$ cat src/hdl/tlpma_pkg.sv
// Package for the PMA status and test register slice.
// Assumes a 32-bit AXI4-Lite bus; registers sit in the low 16 bits of each word.
package tlpma_pkg;
    localparam int ADDR_W = 18;
    // Printed offsets are not all multiples of four: index, byte address is four times it
    localparam logic [15:0] IDX_ABILITY = 16'h08F7;
    localparam logic [15:0] IDX_TEST_MODE = 16'h08F8;
    localparam logic [15:0] IDX_CR_THRESHOLD = 16'h8015;
    localparam logic [15:0] IDX_ECHO_GAIN = 16'h81E7;
    localparam logic [15:0] IDX_LINK_STATUS = 16'h8302;
    localparam logic [15:0] IDX_MSE = 16'h830B;
    // Register of own choosing: live link inputs mirror and strap view
    localparam logic [15:0] IDX_TEST_STATE = 16'h9000;
    localparam logic [15:0] ABILITY_RESET = 16'h2800;
    localparam int LOOPBACK_ABILITY_BIT = 13;
    localparam int HIGH_LEVEL_TX_ABILITY_BIT = 12;
    localparam int SOFT_POWERDOWN_ABILITY_BIT = 11;
    localparam int ENERGY_EFFICIENT_ABILITY_BIT = 10;
    localparam int TEST_SEL_MSB = 15;
    localparam int TEST_SEL_LSB = 13;
    localparam logic [2:0] TEST_SEL_RESET = 3'h0;
    localparam int CR_THRESHOLD_W = 11;
    localparam logic [10:0] CR_THRESHOLD_RESET = 11'h008;
    localparam logic [15:0] ECHO_GAIN_RESET = 16'h0400;
    localparam logic [15:0] MSE_RESET = 16'h0000;
    localparam int LINK_OK_BIT = 0;
    localparam int DESCRAMBLER_OK_BIT = 4;
    localparam int LOCAL_RECEIVER_OK_BIT = 6;
    localparam int REMOTE_RECEIVER_OK_BIT = 8;
    localparam int DROOP_RUN_LEN = 10;
    localparam logic [3:0] DROOP_LAST = 4'h9;
    localparam logic [1:0] RESP_OKAY = 2'h0;
    localparam logic [1:0] RESP_SLVERR = 2'h2;
    typedef enum logic [2:0] {
        TLPMA_NORMAL = 3'b000,
        TLPMA_ALTERNATE = 3'b001,
        TLPMA_DROOP = 3'b010,
        TLPMA_IDLE_MASTER = 3'b011
    } tlpma_test_mode_t;
    // Transmit symbol: 2'b01 is +1, 2'b11 is -1, 2'b00 is zero
    localparam logic [1:0] SYM_PLUS = 2'h1;
    localparam logic [1:0] SYM_MINUS = 2'h3;
endpackage : tlpma_pkg

$ cat src/hdl/tlpma_regs.sv
// Management register slice of a single-pair 10 Mb/s PMA, AXI4-Lite slave.
// Assumes link indications and MSE value arrive synchronous to CLK_SYS.
`timescale 1ns/10ps
module tlpma_regs (
    input wire logic CLK_SYS,
    input wire logic RST_N,
    input wire logic [tlpma_pkg::ADDR_W-1:0] S_AXI_AWADDR,
    input wire logic S_AXI_AWVALID,
    output logic S_AXI_AWREADY,
    input wire logic [31:0] S_AXI_WDATA,
    input wire logic [3:0] S_AXI_WSTRB,
    input wire logic S_AXI_WVALID,
    output logic S_AXI_WREADY,
    output logic [1:0] S_AXI_BRESP,
    output logic S_AXI_BVALID,
    input wire logic S_AXI_BREADY,
    input wire logic [tlpma_pkg::ADDR_W-1:0] S_AXI_ARADDR,
    input wire logic S_AXI_ARVALID,
    output logic S_AXI_ARREADY,
    output logic [31:0] S_AXI_RDATA,
    output logic [1:0] S_AXI_RRESP,
    output logic S_AXI_RVALID,
    input wire logic S_AXI_RREADY,
    input wire logic HIGH_LEVEL_TX_STRAP,
    input wire logic REMOTE_RECEIVER_OK,
    input wire logic LOCAL_RECEIVER_OK,
    input wire logic DESCRAMBLER_OK,
    input wire logic LINK_OK,
    input wire logic [15:0] MSE_IN,
    output logic TX_TEST_OVERRIDE,
    output logic [1:0] TX_TEST_SYMBOL,
    output logic TX_FORCE_MASTER,
    output logic [10:0] CR_OFFSET_THRESHOLD,
    output logic [15:0] ECHO_ACQ_GAIN
);
    import tlpma_pkg::*;

    function automatic logic [15:0] word_index(input logic [ADDR_W-1:0] addr);
        word_index = addr[ADDR_W-1:2];
    endfunction : word_index

    // Reset release through two flops
    logic rst_meta;
    logic rst_sync_n;
    always_ff @(posedge CLK_SYS or negedge RST_N) begin
        if (!RST_N) begin
            rst_meta <= 1'b0;
            rst_sync_n <= 1'b0;
        end else begin
            rst_meta <= 1'b1;
            rst_sync_n <= rst_meta;
        end
    end

    // Strap caught after reset release, not under the async reset
    logic high_level_tx_ability;
    logic strap_taken;
    always_ff @(posedge CLK_SYS or negedge rst_sync_n) begin
        if (!rst_sync_n) begin
            strap_taken <= 1'b0;
            high_level_tx_ability <= 1'b0;
        end else if (!strap_taken) begin
            strap_taken <= 1'b1;
            high_level_tx_ability <= HIGH_LEVEL_TX_STRAP;
        end
    end

    // Control registers and the registered MSE value
    logic [2:0] tx_test_pattern_select;
    logic [10:0] cr_threshold;
    logic [15:0] echo_gain;
    logic [15:0] mse_value;

    // Latch-low flags, index order: link, descrambler, local, remote
    logic [3:0] latched_low;
    logic [3:0] live_ok;
    logic [3:0] live_seen;
    assign live_ok = {REMOTE_RECEIVER_OK, LOCAL_RECEIVER_OK, DESCRAMBLER_OK, LINK_OK};

    // Write channel: address and data taken in either order
    logic aw_held;
    logic w_held;
    logic [ADDR_W-1:0] aw_addr;
    logic [31:0] w_data;
    logic [3:0] w_strb;
    wire aw_fire = S_AXI_AWVALID & S_AXI_AWREADY;
    wire w_fire = S_AXI_WVALID & S_AXI_WREADY;
    wire have_aw = aw_held | aw_fire;
    wire have_w = w_held | w_fire;
    wire [ADDR_W-1:0] wr_addr = aw_held ? aw_addr : S_AXI_AWADDR;
    wire [31:0] wr_data = w_held ? w_data : S_AXI_WDATA;
    wire [3:0] wr_strb = w_held ? w_strb : S_AXI_WSTRB;
    wire do_write = have_aw & have_w & ~S_AXI_BVALID;
    wire [15:0] wr_idx = word_index(wr_addr);
    wire [15:0] wr_mask = {{8{wr_strb[1]}}, {8{wr_strb[0]}}};
    wire wr_test = do_write & (wr_idx == IDX_TEST_MODE);
    wire wr_thr = do_write & (wr_idx == IDX_CR_THRESHOLD);
    wire wr_gain = do_write & (wr_idx == IDX_ECHO_GAIN);
    // Read-only words accept a write silently; unmapped answers SLVERR
    wire wr_known = (wr_idx == IDX_TEST_MODE) | (wr_idx == IDX_CR_THRESHOLD) | (wr_idx == IDX_ECHO_GAIN)
        | (wr_idx == IDX_ABILITY) | (wr_idx == IDX_LINK_STATUS) | (wr_idx == IDX_MSE)
        | (wr_idx == IDX_TEST_STATE);
    wire [15:0] test_word = {tx_test_pattern_select, 13'h0000};
    wire [15:0] next_test_word = (wr_data[15:0] & wr_mask) | (test_word & ~wr_mask);
    wire [15:0] thr_word = {5'h00, cr_threshold};
    wire [15:0] next_thr_word = (wr_data[15:0] & wr_mask) | (thr_word & ~wr_mask);
    wire [15:0] next_gain = (wr_data[15:0] & wr_mask) | (echo_gain & ~wr_mask);

    always_ff @(posedge CLK_SYS or negedge rst_sync_n) begin
        if (!rst_sync_n) begin
            aw_held <= 1'b0;
            w_held <= 1'b0;
            aw_addr <= '0;
            w_data <= 32'h00000000;
            w_strb <= 4'h0;
            S_AXI_AWREADY <= 1'b0;
            S_AXI_WREADY <= 1'b0;
            S_AXI_BVALID <= 1'b0;
            S_AXI_BRESP <= RESP_OKAY;
        end else begin
            S_AXI_AWREADY <= ~have_aw & ~S_AXI_BVALID & ~do_write;
            S_AXI_WREADY <= ~have_w & ~S_AXI_BVALID & ~do_write;
            if (aw_fire) begin
                aw_addr <= S_AXI_AWADDR;
            end
            if (w_fire) begin
                w_data <= S_AXI_WDATA;
                w_strb <= S_AXI_WSTRB;
            end
            aw_held <= have_aw & ~do_write;
            w_held <= have_w & ~do_write;
            if (do_write) begin
                S_AXI_BVALID <= 1'b1;
                S_AXI_BRESP <= wr_known ? RESP_OKAY : RESP_SLVERR;
            end else if (S_AXI_BREADY) begin
                S_AXI_BVALID <= 1'b0;
            end
        end
    end

    always_ff @(posedge CLK_SYS or negedge rst_sync_n) begin
        if (!rst_sync_n) begin
            tx_test_pattern_select <= TEST_SEL_RESET;
            cr_threshold <= CR_THRESHOLD_RESET;
            echo_gain <= ECHO_GAIN_RESET;
        end else begin
            if (wr_test) begin
                tx_test_pattern_select <= next_test_word[TEST_SEL_MSB:TEST_SEL_LSB];
            end
            if (wr_thr) begin
                cr_threshold <= next_thr_word[CR_THRESHOLD_W-1:0];
            end
            if (wr_gain) begin
                echo_gain <= next_gain;
            end
        end
    end

    // Read channel
    wire ar_fire = S_AXI_ARVALID & S_AXI_ARREADY;
    wire [15:0] rd_idx = word_index(S_AXI_ARADDR);
    wire [15:0] ability_word = {2'b00, 1'b1, high_level_tx_ability, 1'b1, 1'b0, 10'h000};
    wire [15:0] link_word = {6'h00, latched_low[3], live_ok[3], latched_low[2], live_ok[2],
        latched_low[1], live_ok[1], 2'b00, latched_low[0], live_ok[0]};
    wire [15:0] state_word = {11'h000, high_level_tx_ability, live_ok};
    wire rd_link = ar_fire & (rd_idx == IDX_LINK_STATUS);
    wire rd_known = (rd_idx == IDX_ABILITY) | (rd_idx == IDX_TEST_MODE) | (rd_idx == IDX_CR_THRESHOLD)
        | (rd_idx == IDX_ECHO_GAIN) | (rd_idx == IDX_LINK_STATUS) | (rd_idx == IDX_MSE)
        | (rd_idx == IDX_TEST_STATE);
    wire [15:0] rd_word = (rd_idx == IDX_ABILITY) ? ability_word :
        (rd_idx == IDX_TEST_MODE) ? test_word :
        (rd_idx == IDX_CR_THRESHOLD) ? thr_word :
        (rd_idx == IDX_ECHO_GAIN) ? echo_gain :
        (rd_idx == IDX_LINK_STATUS) ? link_word :
        (rd_idx == IDX_MSE) ? mse_value :
        (rd_idx == IDX_TEST_STATE) ? state_word : 16'h0000;

    always_ff @(posedge CLK_SYS or negedge rst_sync_n) begin
        if (!rst_sync_n) begin
            S_AXI_ARREADY <= 1'b0;
            S_AXI_RVALID <= 1'b0;
            S_AXI_RDATA <= 32'h00000000;
            S_AXI_RRESP <= RESP_OKAY;
        end else begin
            S_AXI_ARREADY <= ~S_AXI_RVALID & ~ar_fire;
            if (ar_fire) begin
                S_AXI_RVALID <= 1'b1;
                S_AXI_RDATA <= {16'h0000, rd_word};
                S_AXI_RRESP <= rd_known ? RESP_OKAY : RESP_SLVERR;
            end else if (S_AXI_RREADY) begin
                S_AXI_RVALID <= 1'b0;
            end
        end
    end

    // Latch-low: a false live condition beats the read clear, so no drop is lost.
    // Flags stay zero until the live bit has been seen high once after reset.
    wire [3:0] next_live_seen = live_seen | live_ok;
    // Per flag: only its own live bit can drop it, never a neighbour's
    wire [3:0] next_latched_low = live_ok & (
        {4{rd_link}} | latched_low | ~live_seen);
    always_ff @(posedge CLK_SYS or negedge rst_sync_n) begin
        if (!rst_sync_n) begin
            latched_low <= 4'h0;
            live_seen <= 4'h0;
            mse_value <= MSE_RESET;
        end else begin
            latched_low <= next_latched_low;
            live_seen <= next_live_seen;
            mse_value <= MSE_IN;
        end
    end

    // Reserved codes decode to no pattern, so transmit stays normal
    logic pat_override;
    logic [1:0] pat_symbol;
    logic pat_master;
    tlpma_pattern u_pattern (
        .clk(CLK_SYS),
        .rst_n(rst_sync_n),
        .mode(tx_test_pattern_select),
        .override(pat_override),
        .symbol(pat_symbol),
        .force_master(pat_master)
    );

    always_ff @(posedge CLK_SYS or negedge rst_sync_n) begin
        if (!rst_sync_n) begin
            TX_TEST_OVERRIDE <= 1'b0;
            TX_TEST_SYMBOL <= 2'h0;
            TX_FORCE_MASTER <= 1'b0;
            CR_OFFSET_THRESHOLD <= CR_THRESHOLD_RESET;
            ECHO_ACQ_GAIN <= ECHO_GAIN_RESET;
        end else begin
            TX_TEST_OVERRIDE <= pat_override;
            TX_TEST_SYMBOL <= pat_symbol;
            TX_FORCE_MASTER <= pat_master;
            CR_OFFSET_THRESHOLD <= cr_threshold;
            ECHO_ACQ_GAIN <= echo_gain;
        end
    end
endmodule : tlpma_regs

$ cat src/hdl/tlpma_pattern.sv
// Transmit test-pattern generator, one symbol per clock.
// Assumes the transmit path samples the symbol while override is high.
`timescale 1ns/10ps
module tlpma_pattern (
    input wire logic clk,
    input wire logic rst_n,
    input wire logic [2:0] mode,
    output logic override,
    output logic [1:0] symbol,
    output logic force_master
);
    import tlpma_pkg::*;
    logic [3:0] run_count;
    logic phase;
    wire is_alt = (mode == TLPMA_ALTERNATE);
    wire is_droop = (mode == TLPMA_DROOP);
    wire run_end = (run_count == DROOP_LAST);
    wire [3:0] next_run_count = (!is_droop || run_end) ? 4'h0 : run_count + 4'h1;
    wire next_phase = is_alt ? ~phase : (is_droop ? (run_end ? ~phase : phase) : 1'b0);
    always_ff @(posedge clk or negedge rst_n) begin
        if (!rst_n) begin
            run_count <= 4'h0;
            phase <= 1'b0;
            override <= 1'b0;
            symbol <= 2'h0;
            force_master <= 1'b0;
        end else begin
            run_count <= next_run_count;
            phase <= next_phase;
            override <= is_alt | is_droop;
            symbol <= (is_alt | is_droop) ? (phase ? SYM_MINUS : SYM_PLUS) : 2'h0;
            force_master <= (mode == TLPMA_IDLE_MASTER);
        end
    end
endmodule : tlpma_pattern

$ cat config.mk
export PLATFORM = sky130hd
export DESIGN_NAME = tlpma_regs
export DESIGN_NICKNAME = d
export VERILOG_FILES = /design/src/hdl/tlpma_pkg.sv /design/src/hdl/tlpma_regs.sv /design/src/hdl/tlpma_pattern.sv
export SDC_FILE = /design/constraint.sdc
export NUM_CORES = 1
export LEC_CHECK = 0
export BUFFER_PORTS_ARGS = -buffer_cell sky130_fd_sc_hd__buf_2
export CORE_MARGIN = 1.5
export CORE_UTILIZATION = 35
export CTS_CLUSTER_DIAMETER = 30
export DETAILED_ROUTE_END_ITERATION = 16
export GPL_TIMING_DRIVEN = 0
export HOLD_SLACK_MARGIN = 0.02
export PLACE_DENSITY = 0.6
export RECOVER_POWER = 25
export SYNTH_ARGS = -nofsm -noshare
export SYNTH_HDL_FRONTEND = slang
export SYNTH_SLANG_ARGS = --single-unit
$ cat constraint.sdc
create_clock -name CLK_SYS -period 6.2 [get_ports CLK_SYS]
set_clock_uncertainty 0.2 [all_clocks]
set_input_delay 0.62 -clock CLK_SYS [delete_from_list [all_inputs] [get_ports CLK_SYS]]
set_output_delay 0.62 -clock CLK_SYS [all_outputs]
set_load 0.02 [all_outputs]
==> impl_metrics.toml, run 1 <==
[timing]
finalHoldViolations = 0
relSlewSlack_pct = 14.9
fin_hold_ws_ns = 0.104
worst_slack_ns = 3.86
fmax_mhz = 427
grt_setup_unrepaired = "no"
setup_violations = 0
slew_viol_final = 0
fin_crit_sh_pct = 37.8
fin_crit_ns = 2.34
worst-slew-pin-transition_ns = 1.28

[cts]
cts_hold_buf = 1
clk_pin_slew_worst_paths_ns = 0.06
cts.sinks = 155
cts_resized = 0
clock_path_buffers = 2
cts_inserted_buffers = 17
cts-root-buf = "clkbuf_16"
clk-insertion-delay-late_ns = 0.42
cts_tree = "done"
htree_levels = 4
postCtsSetupBuffers = 0

[logic_synthesis]
synth-edff-count = 0
synth_area_per_cell_um2 = 12.1
ys_ff_latch = 155
synth_cell_types = 73
synthFlopType = "dfrtp_1"
syn_inst = 562
async_reset_ff_share_pct = 100
syn-cell-area_um2 = 6800
synth_warnings = 0
yosysSeqAreaShare_pct = 57.1

[grt]
gr-usage-all-layers_pct = 17.4
grt_overflow = 0
grt_first_pass_wirelength_mm = 26.6
grt_pass1_vias = 4777
grt_max_degree = 73
antenna_found_initial = 4

[drt]
drt_first_pass_iters = 5
viasPerCell = 4.82
wl_mm = 16.7
drtIter0Drc = 226
vias = 4851
ant_nets = 0
drc = 0
routedWlPerCell_um = 16.6

[floorplanning]
dieArea_um2 = 20300
die_w_um = 142
io_pins = 172
die_y_um = 142
start_util_pct = 36.0
core_um2 = 18900
num_rows = 50

[place]
gp_congestion = 0.884
place_hpwl_mm = 12.5
portBuffers = 131
placed_area_um2 = 7900
dp_slack_ns = 3.52

[setup_path]
path_max_fanout = 8
cp_data_arrival_time_ns = 2.45
setup.worst_path.class = "reg2reg"
r2r_start = "aw_held$_DFF_PN0_"
crit_required_ns = 6.30
startpoint_type = "flip-flop"
r2r_cells = 5
reg2reg_slack_ns = 3.86
end_kind = "flip-flop"

[power_and_ir_drop]
power.switching_mw = 0.830
internal_power_mw = 2.12
clkPwrFrac_pct = 37.7
switching_share_pct = 28.2
p_leak_nw = 4.28
vdd_drop_max_mv = 0.198
pwr-share-seq_pct = 43.1
combPwrFrac_pct = 19.1
power.density_nw_per_um2 = 345

[cells_and_area]
drive_gt1_share_pct = 35.3
fin_nets = 835
final_common_cell = "dfrtp_1"
final_cell_area_um2 = 8540
syn2layout_area_growth_pct = 25.7
layout_common_cells = "dfrtp_1 (151), buf_2 (133), nand2_1 (102)"

[job]
cap_violations = 0

[worst_hold_path]
hold_class = "in2reg"
worstHoldStart = "MSE_IN[0]"
hold_depth = 1
min_delay_worst_endpoint = "mse_value[0]$_DFF_PN0_"

[status]
outcome = "completed"
-- power groups by stage --
stage                     clock [mW]  combinational [mW]  sequential [mW]
after floorplan                    0               0.373             1.30
final                           1.11               0.564             1.27
after CTS                       1.14               0.573             1.27
after global placement             0               0.539             1.30
after detailed placement           0               0.569             1.29
after global routing            1.19               0.627             1.29
-- how the worst max path moves through the flow --
stage                                             endpoint            startpoint  cells after the start
after floorplan           CR_OFFSET_THRESHOLD[0]$_DFF_PN0_  rst_sync_n$_DFF_PN0_                      0
after global placement          ECHO_ACQ_GAIN[3]$_DFF_PN0_  rst_sync_n$_DFF_PN0_                      0
after detailed placement        S_AXI_RDATA[0]$_DFFE_PN0P_      S_AXI_ARADDR[12]                      7
after CTS                                        flip-flop     aw_held$_DFF_PN0_                      5
after global routing                             flip-flop     aw_held$_DFF_PN0_                      5
final                                            flip-flop     aw_held$_DFF_PN0_                      5
-- critical path, stage by stage, from the launching register on --
cell,delay [ns]
dfrtp_1,0.46
nor4_2,0.39
o22ai_2,0.18
nor4_4,0.45
nand2_4,0.21
mux2_4,0.33
-- area by class of cell --
class,instances,area (um^2)
fill,1783,10300
multi-input combinational,377,2720
buffer,36,220
inverter,12,45.0
antenna,1,2.50
timing repair buffer,134,717
sequential,155,3880
tap,260,325
clock inverter,9,161
clock buffer,22,474
-- cell usage after synthesis, types with 4 or more instances --
master,count,area share (%)
dfrtp_1,151,56
nand2_1,102,5.6
mux2_2,33,5.5
mux2_4,27,6.0
buf_4,19,2.1
nor2_1,17,0.94
o21ai_0,15,1.1
nor3_1,14,1.0
inv_1,12,0.66
a21oi_1,11,0.81
clkbuf_1,10,0.55
o21ai_1,10,0.74
and4_1,9,1.2
nand3_1,8,0.59
a22oi_1,5,0.55
and2_1,5,0.46
buf_2,5,0.37
nand3b_1,5,0.55
o31a_1,5,0.64
and3b_1,4,0.52
dfstp_2,4,1.5
nor3b_1,4,0.44
nor4b_1,4,0.52
xnor2_1,4,0.52
-- cell families after synthesis --
kind of cell | count (synthesis) | synth area share, %
AO/OA/AOI/OAI | 77 | 7.93
flip-flops | 155 | 57.1
XOR/XNOR | 5 | 0.644
adder cells (fa/ha/maj) | 2 | 0.368
other | 2 | 0.110
buffers and inverters | 48 | 3.90
multiplexers | 65 | 12.2
AND/OR/NAND/NOR | 208 | 17.7
-- through the flow --
stage	setup TNS, ns	util, %	instances	power [mW]
after floorplan	0	-	580	1.67
after global placement	-67.64	41.5	971	1.84
after detailed placement	0	41.8	973	1.86
after CTS	0	45.3	1005	2.98
after global routing	0	45.2	1006	3.11
final	0	45.2	1006	2.95
-- layer usage --
layer | share of wire [%] | vias to the layer above | global-route usage (%)
li1 | - | 2307 | -
met1 | 46 | 2327 | 23.6
met2 | 45 | 193 | 26.5
met3 | 8.4 | 20 | 6.19
met4 | 1.0 | 4 | 4.72
met5 | 0.15 | - | 0
No activity file was read; power rests on OpenSTA's default activity.
==> run 2: changes to the inputs <==
ABC_AREA = 1   (was not set)
PLACE_DENSITY = 0.59   (was 0.6)
clock period = 2.36 ns   (was 6.2 ns; I/O delays follow)
==> impl_metrics.toml, run 2 <==
[status]
outcome = "completed"

[power_and_ir_drop]
vdd_drop_max_mv = 0.441
clkPwrFrac_pct = 34.4
combPwrFrac_pct = 27.1
internal_power_mw = 5.63
power.density_nw_per_um2 = 896
p_leak_nw = 4.99
power.switching_mw = 2.84
pwr-share-seq_pct = 38.5
switching_share_pct = 33.5

[logic_synthesis]
synthFlopType = "dfrtp_1"
synth_most_common_cell = "nand2_1"
netlist.area_leader.share_pct = 53.2
syn-cell-area_um2 = 7100
synth_warnings = 0
synth_cell_types = 40
ys_ff_latch = 155
yosys-top-cells-count = "nand2_1 (261), dfrtp_1 (151), inv_1 (89), nor2_1 (81), o21ai_0 (79)"
synth_area_per_cell_um2 = 8.41
synth-edff-count = 0
syn_inst = 844
async_reset_ff_share_pct = 100
yosysSeqAreaShare_pct = 54.7
synth_top_cell_by_area = "dfrtp_1"
synth.area.top_cells = "dfrtp_1 (53%), nand2_1 (14%), o21ai_0 (5.6%), inv_1 (4.7%), nor2_1 (4.3%)"

[floorplanning]
core_um2 = 19700
die_y_um = 145
dieArea_um2 = 21100
io_pins = 172
start_util_pct = 36.1
die_w_um = 145
num_rows = 51

[grt]
grt_max_degree = 66
gr-usage-all-layers_pct = 18.3
antenna_found_initial = 0
grt_pass1_vias = 5853
grt_first_pass_wirelength_mm = 30.6
grt_overflow = 0

[setup_path]
crit_start = "S_AXI_ARREADY$_DFF_PN0_"
setup.worst_path.class = "reg2reg"
critical_path.most_common_cell = "nand2_1"
reg2reg_slack_ns = 0.28
crit_required_ns = 2.46
cp_slowest_cell = "dfrtp_1"
max_stage_delay_ns = 0.37
r2r_cells = 9
path_max_fanout = 10
startpoint_type = "flip-flop"
end_kind = "flip-flop"
r2r_start = "S_AXI_ARREADY$_DFF_PN0_"
cp_data_arrival_time_ns = 2.18
endpoint = "S_AXI_RDATA[0]$_DFFE_PN0P_"
crit_chain = "nand2_1 > clkinv_1 > nand2_1 > inv_1 > nand2_1 > buf_2 > nor2_1 > o21ai_0 > nand2_1"
reg2reg_to = "S_AXI_RDATA[0]$_DFFE_PN0P_"

[cts]
clock_path_buffers = 2
clk_pin_slew_worst_paths_ns = 0.07
clk-insertion-delay-late_ns = 0.42
cts_hold_buf = 64
cts_inserted_buffers = 17
cts.sinks = 155
cts_resized = 0
htree_levels = 4
postCtsSetupBuffers = 0
cts_tree = "done"
cts-root-buf = "clkbuf_16"

[drt]
drtIter0Drc = 329
wl_mm = 18.5
drc = 0
drt_first_pass_iters = 5
ant_nets = 0
viasPerCell = 4.48
routedWlPerCell_um = 13.6
vias = 6070

[place]
dp_slack_ns = 0.206
portBuffers = 131
gp_congestion = 0.890
place_hpwl_mm = 13.6

[timing]
worst_slack_ns = 0.279
fin_crit_ns = 2.08
relSlewSlack_pct = 14.4
slew_viol_final = 0
fin_hold_ws_ns = 0.0251
finalHoldViolations = 0
fmax_mhz = 480
fin_crit_sh_pct = 88.2
worst-slew-pin-transition_ns = 1.28
setup_violations = 0
grt_setup_unrepaired = "no"

[cells_and_area]
final_common_cell = "nand2_1"
syn2layout_area_growth_pct = 33.2
drive_gt1_share_pct = 21.3
fin_nets = 1180
layout_common_cells = "nand2_1 (261), dfrtp_1 (151), buf_2 (128)"
antenna_cells = 0
fillers = 1950

[worst_hold_path]
hold_class = "in2reg"

[job]
cap_violations = 0
==> run 2: cell families after synthesis <==
| kind of cell | count (synthesis) | synth area share, % |
|---|---|---|
| muxes | 3 | 0.476 |
| buffers and inverters | 136 | 9.13 |
| DFF | 155 | 54.7 |
| xor gates and xnor gates | 2 | 0.247 |
| adders and majority gates | 2 | 0.353 |
| other | 2 | 0.106 |
| and+or+nand+nor | 438 | 26.8 |
| AOI/OAI and AO/OA | 106 | 8.16 |
==> run 2: layout make-up <==
class	instances	area (um^2)	share of cell area (%)
Inverter	94	358	3.78
Timing Repair Buffer	197	1330	14.0
Multi-Input combinational cell	571	2630	27.8
Buffer	42	290	3.07
Tap cell	265	332	3.51
Sequential cell	155	3880	41.1
Clock inverter	13	180	1.91
Clock buffer	19	453	4.79
==> run 2: stage by stage <==
step	power [mW]	area, um^2	cells	TNS (ns)	utilization, %
floorplan	4.87	7170	862	0	-
global placement	5.44	8160	1258	-9.49	41.5
detailed placement	5.48	8210	1260	0	41.8
CTS	8.54	9480	1356	0	48.3
global route	9.00	9460	1356	0	48.1
finish	8.47	9460	1356	0	48.1
==> run 2: worst max-delay path, delay by kind of cell, from the launching register on <==
kind | cells | cell delay [ns]
buf+inv | 3 | 0.69
simple gates | 5 | 0.58
flops | 1 | 0.37
compound gates | 1 | 0.11
==> run 2: per-layer routing <==
layer | vias to the layer above | GRT usage, % | wire length [um]
met5 | - | 0 | 0
met4 | 0 | 5.61 | 265
met3 | 20 | 3.67 | 966
met2 | 164 | 28.2 | 8380
met1 | 2787 | 25.9 | 8870
li1 | 3099 | - | -
==> run 2: power groups by stage <==
stage          clock network (mW)  registers, mW  logic (mW)
3_5_place_dp                    0           3.31        2.18
6_report                     2.91           3.26        2.30
2_1_floorplan                   0           3.38        1.49
5_1_grt                      3.08           3.31        2.61
3_3_place_gp                    0           3.34        2.10
4_1_cts                      2.97           3.26        2.31
==> run 2: worst min-delay path by stage <==
stage	to	startpoint	depth (start not counted)
6_report	S_AXI_RDATA[0]$_DFFE_PN0P_	S_AXI_ARVALID	4
5_1_grt	S_AXI_RDATA[0]$_DFFE_PN0P_	S_AXI_ARVALID	4
4_1_cts	S_AXI_RDATA[0]$_DFFE_PN0P_	S_AXI_ARVALID	4
3_5_place_dp	rst_meta$_DFF_PN0_	RST_N	1
3_3_place_gp	rst_meta$_DFF_PN0_	RST_N	1
2_1_floorplan	rst_meta$_DFF_PN0_	RST_N	0
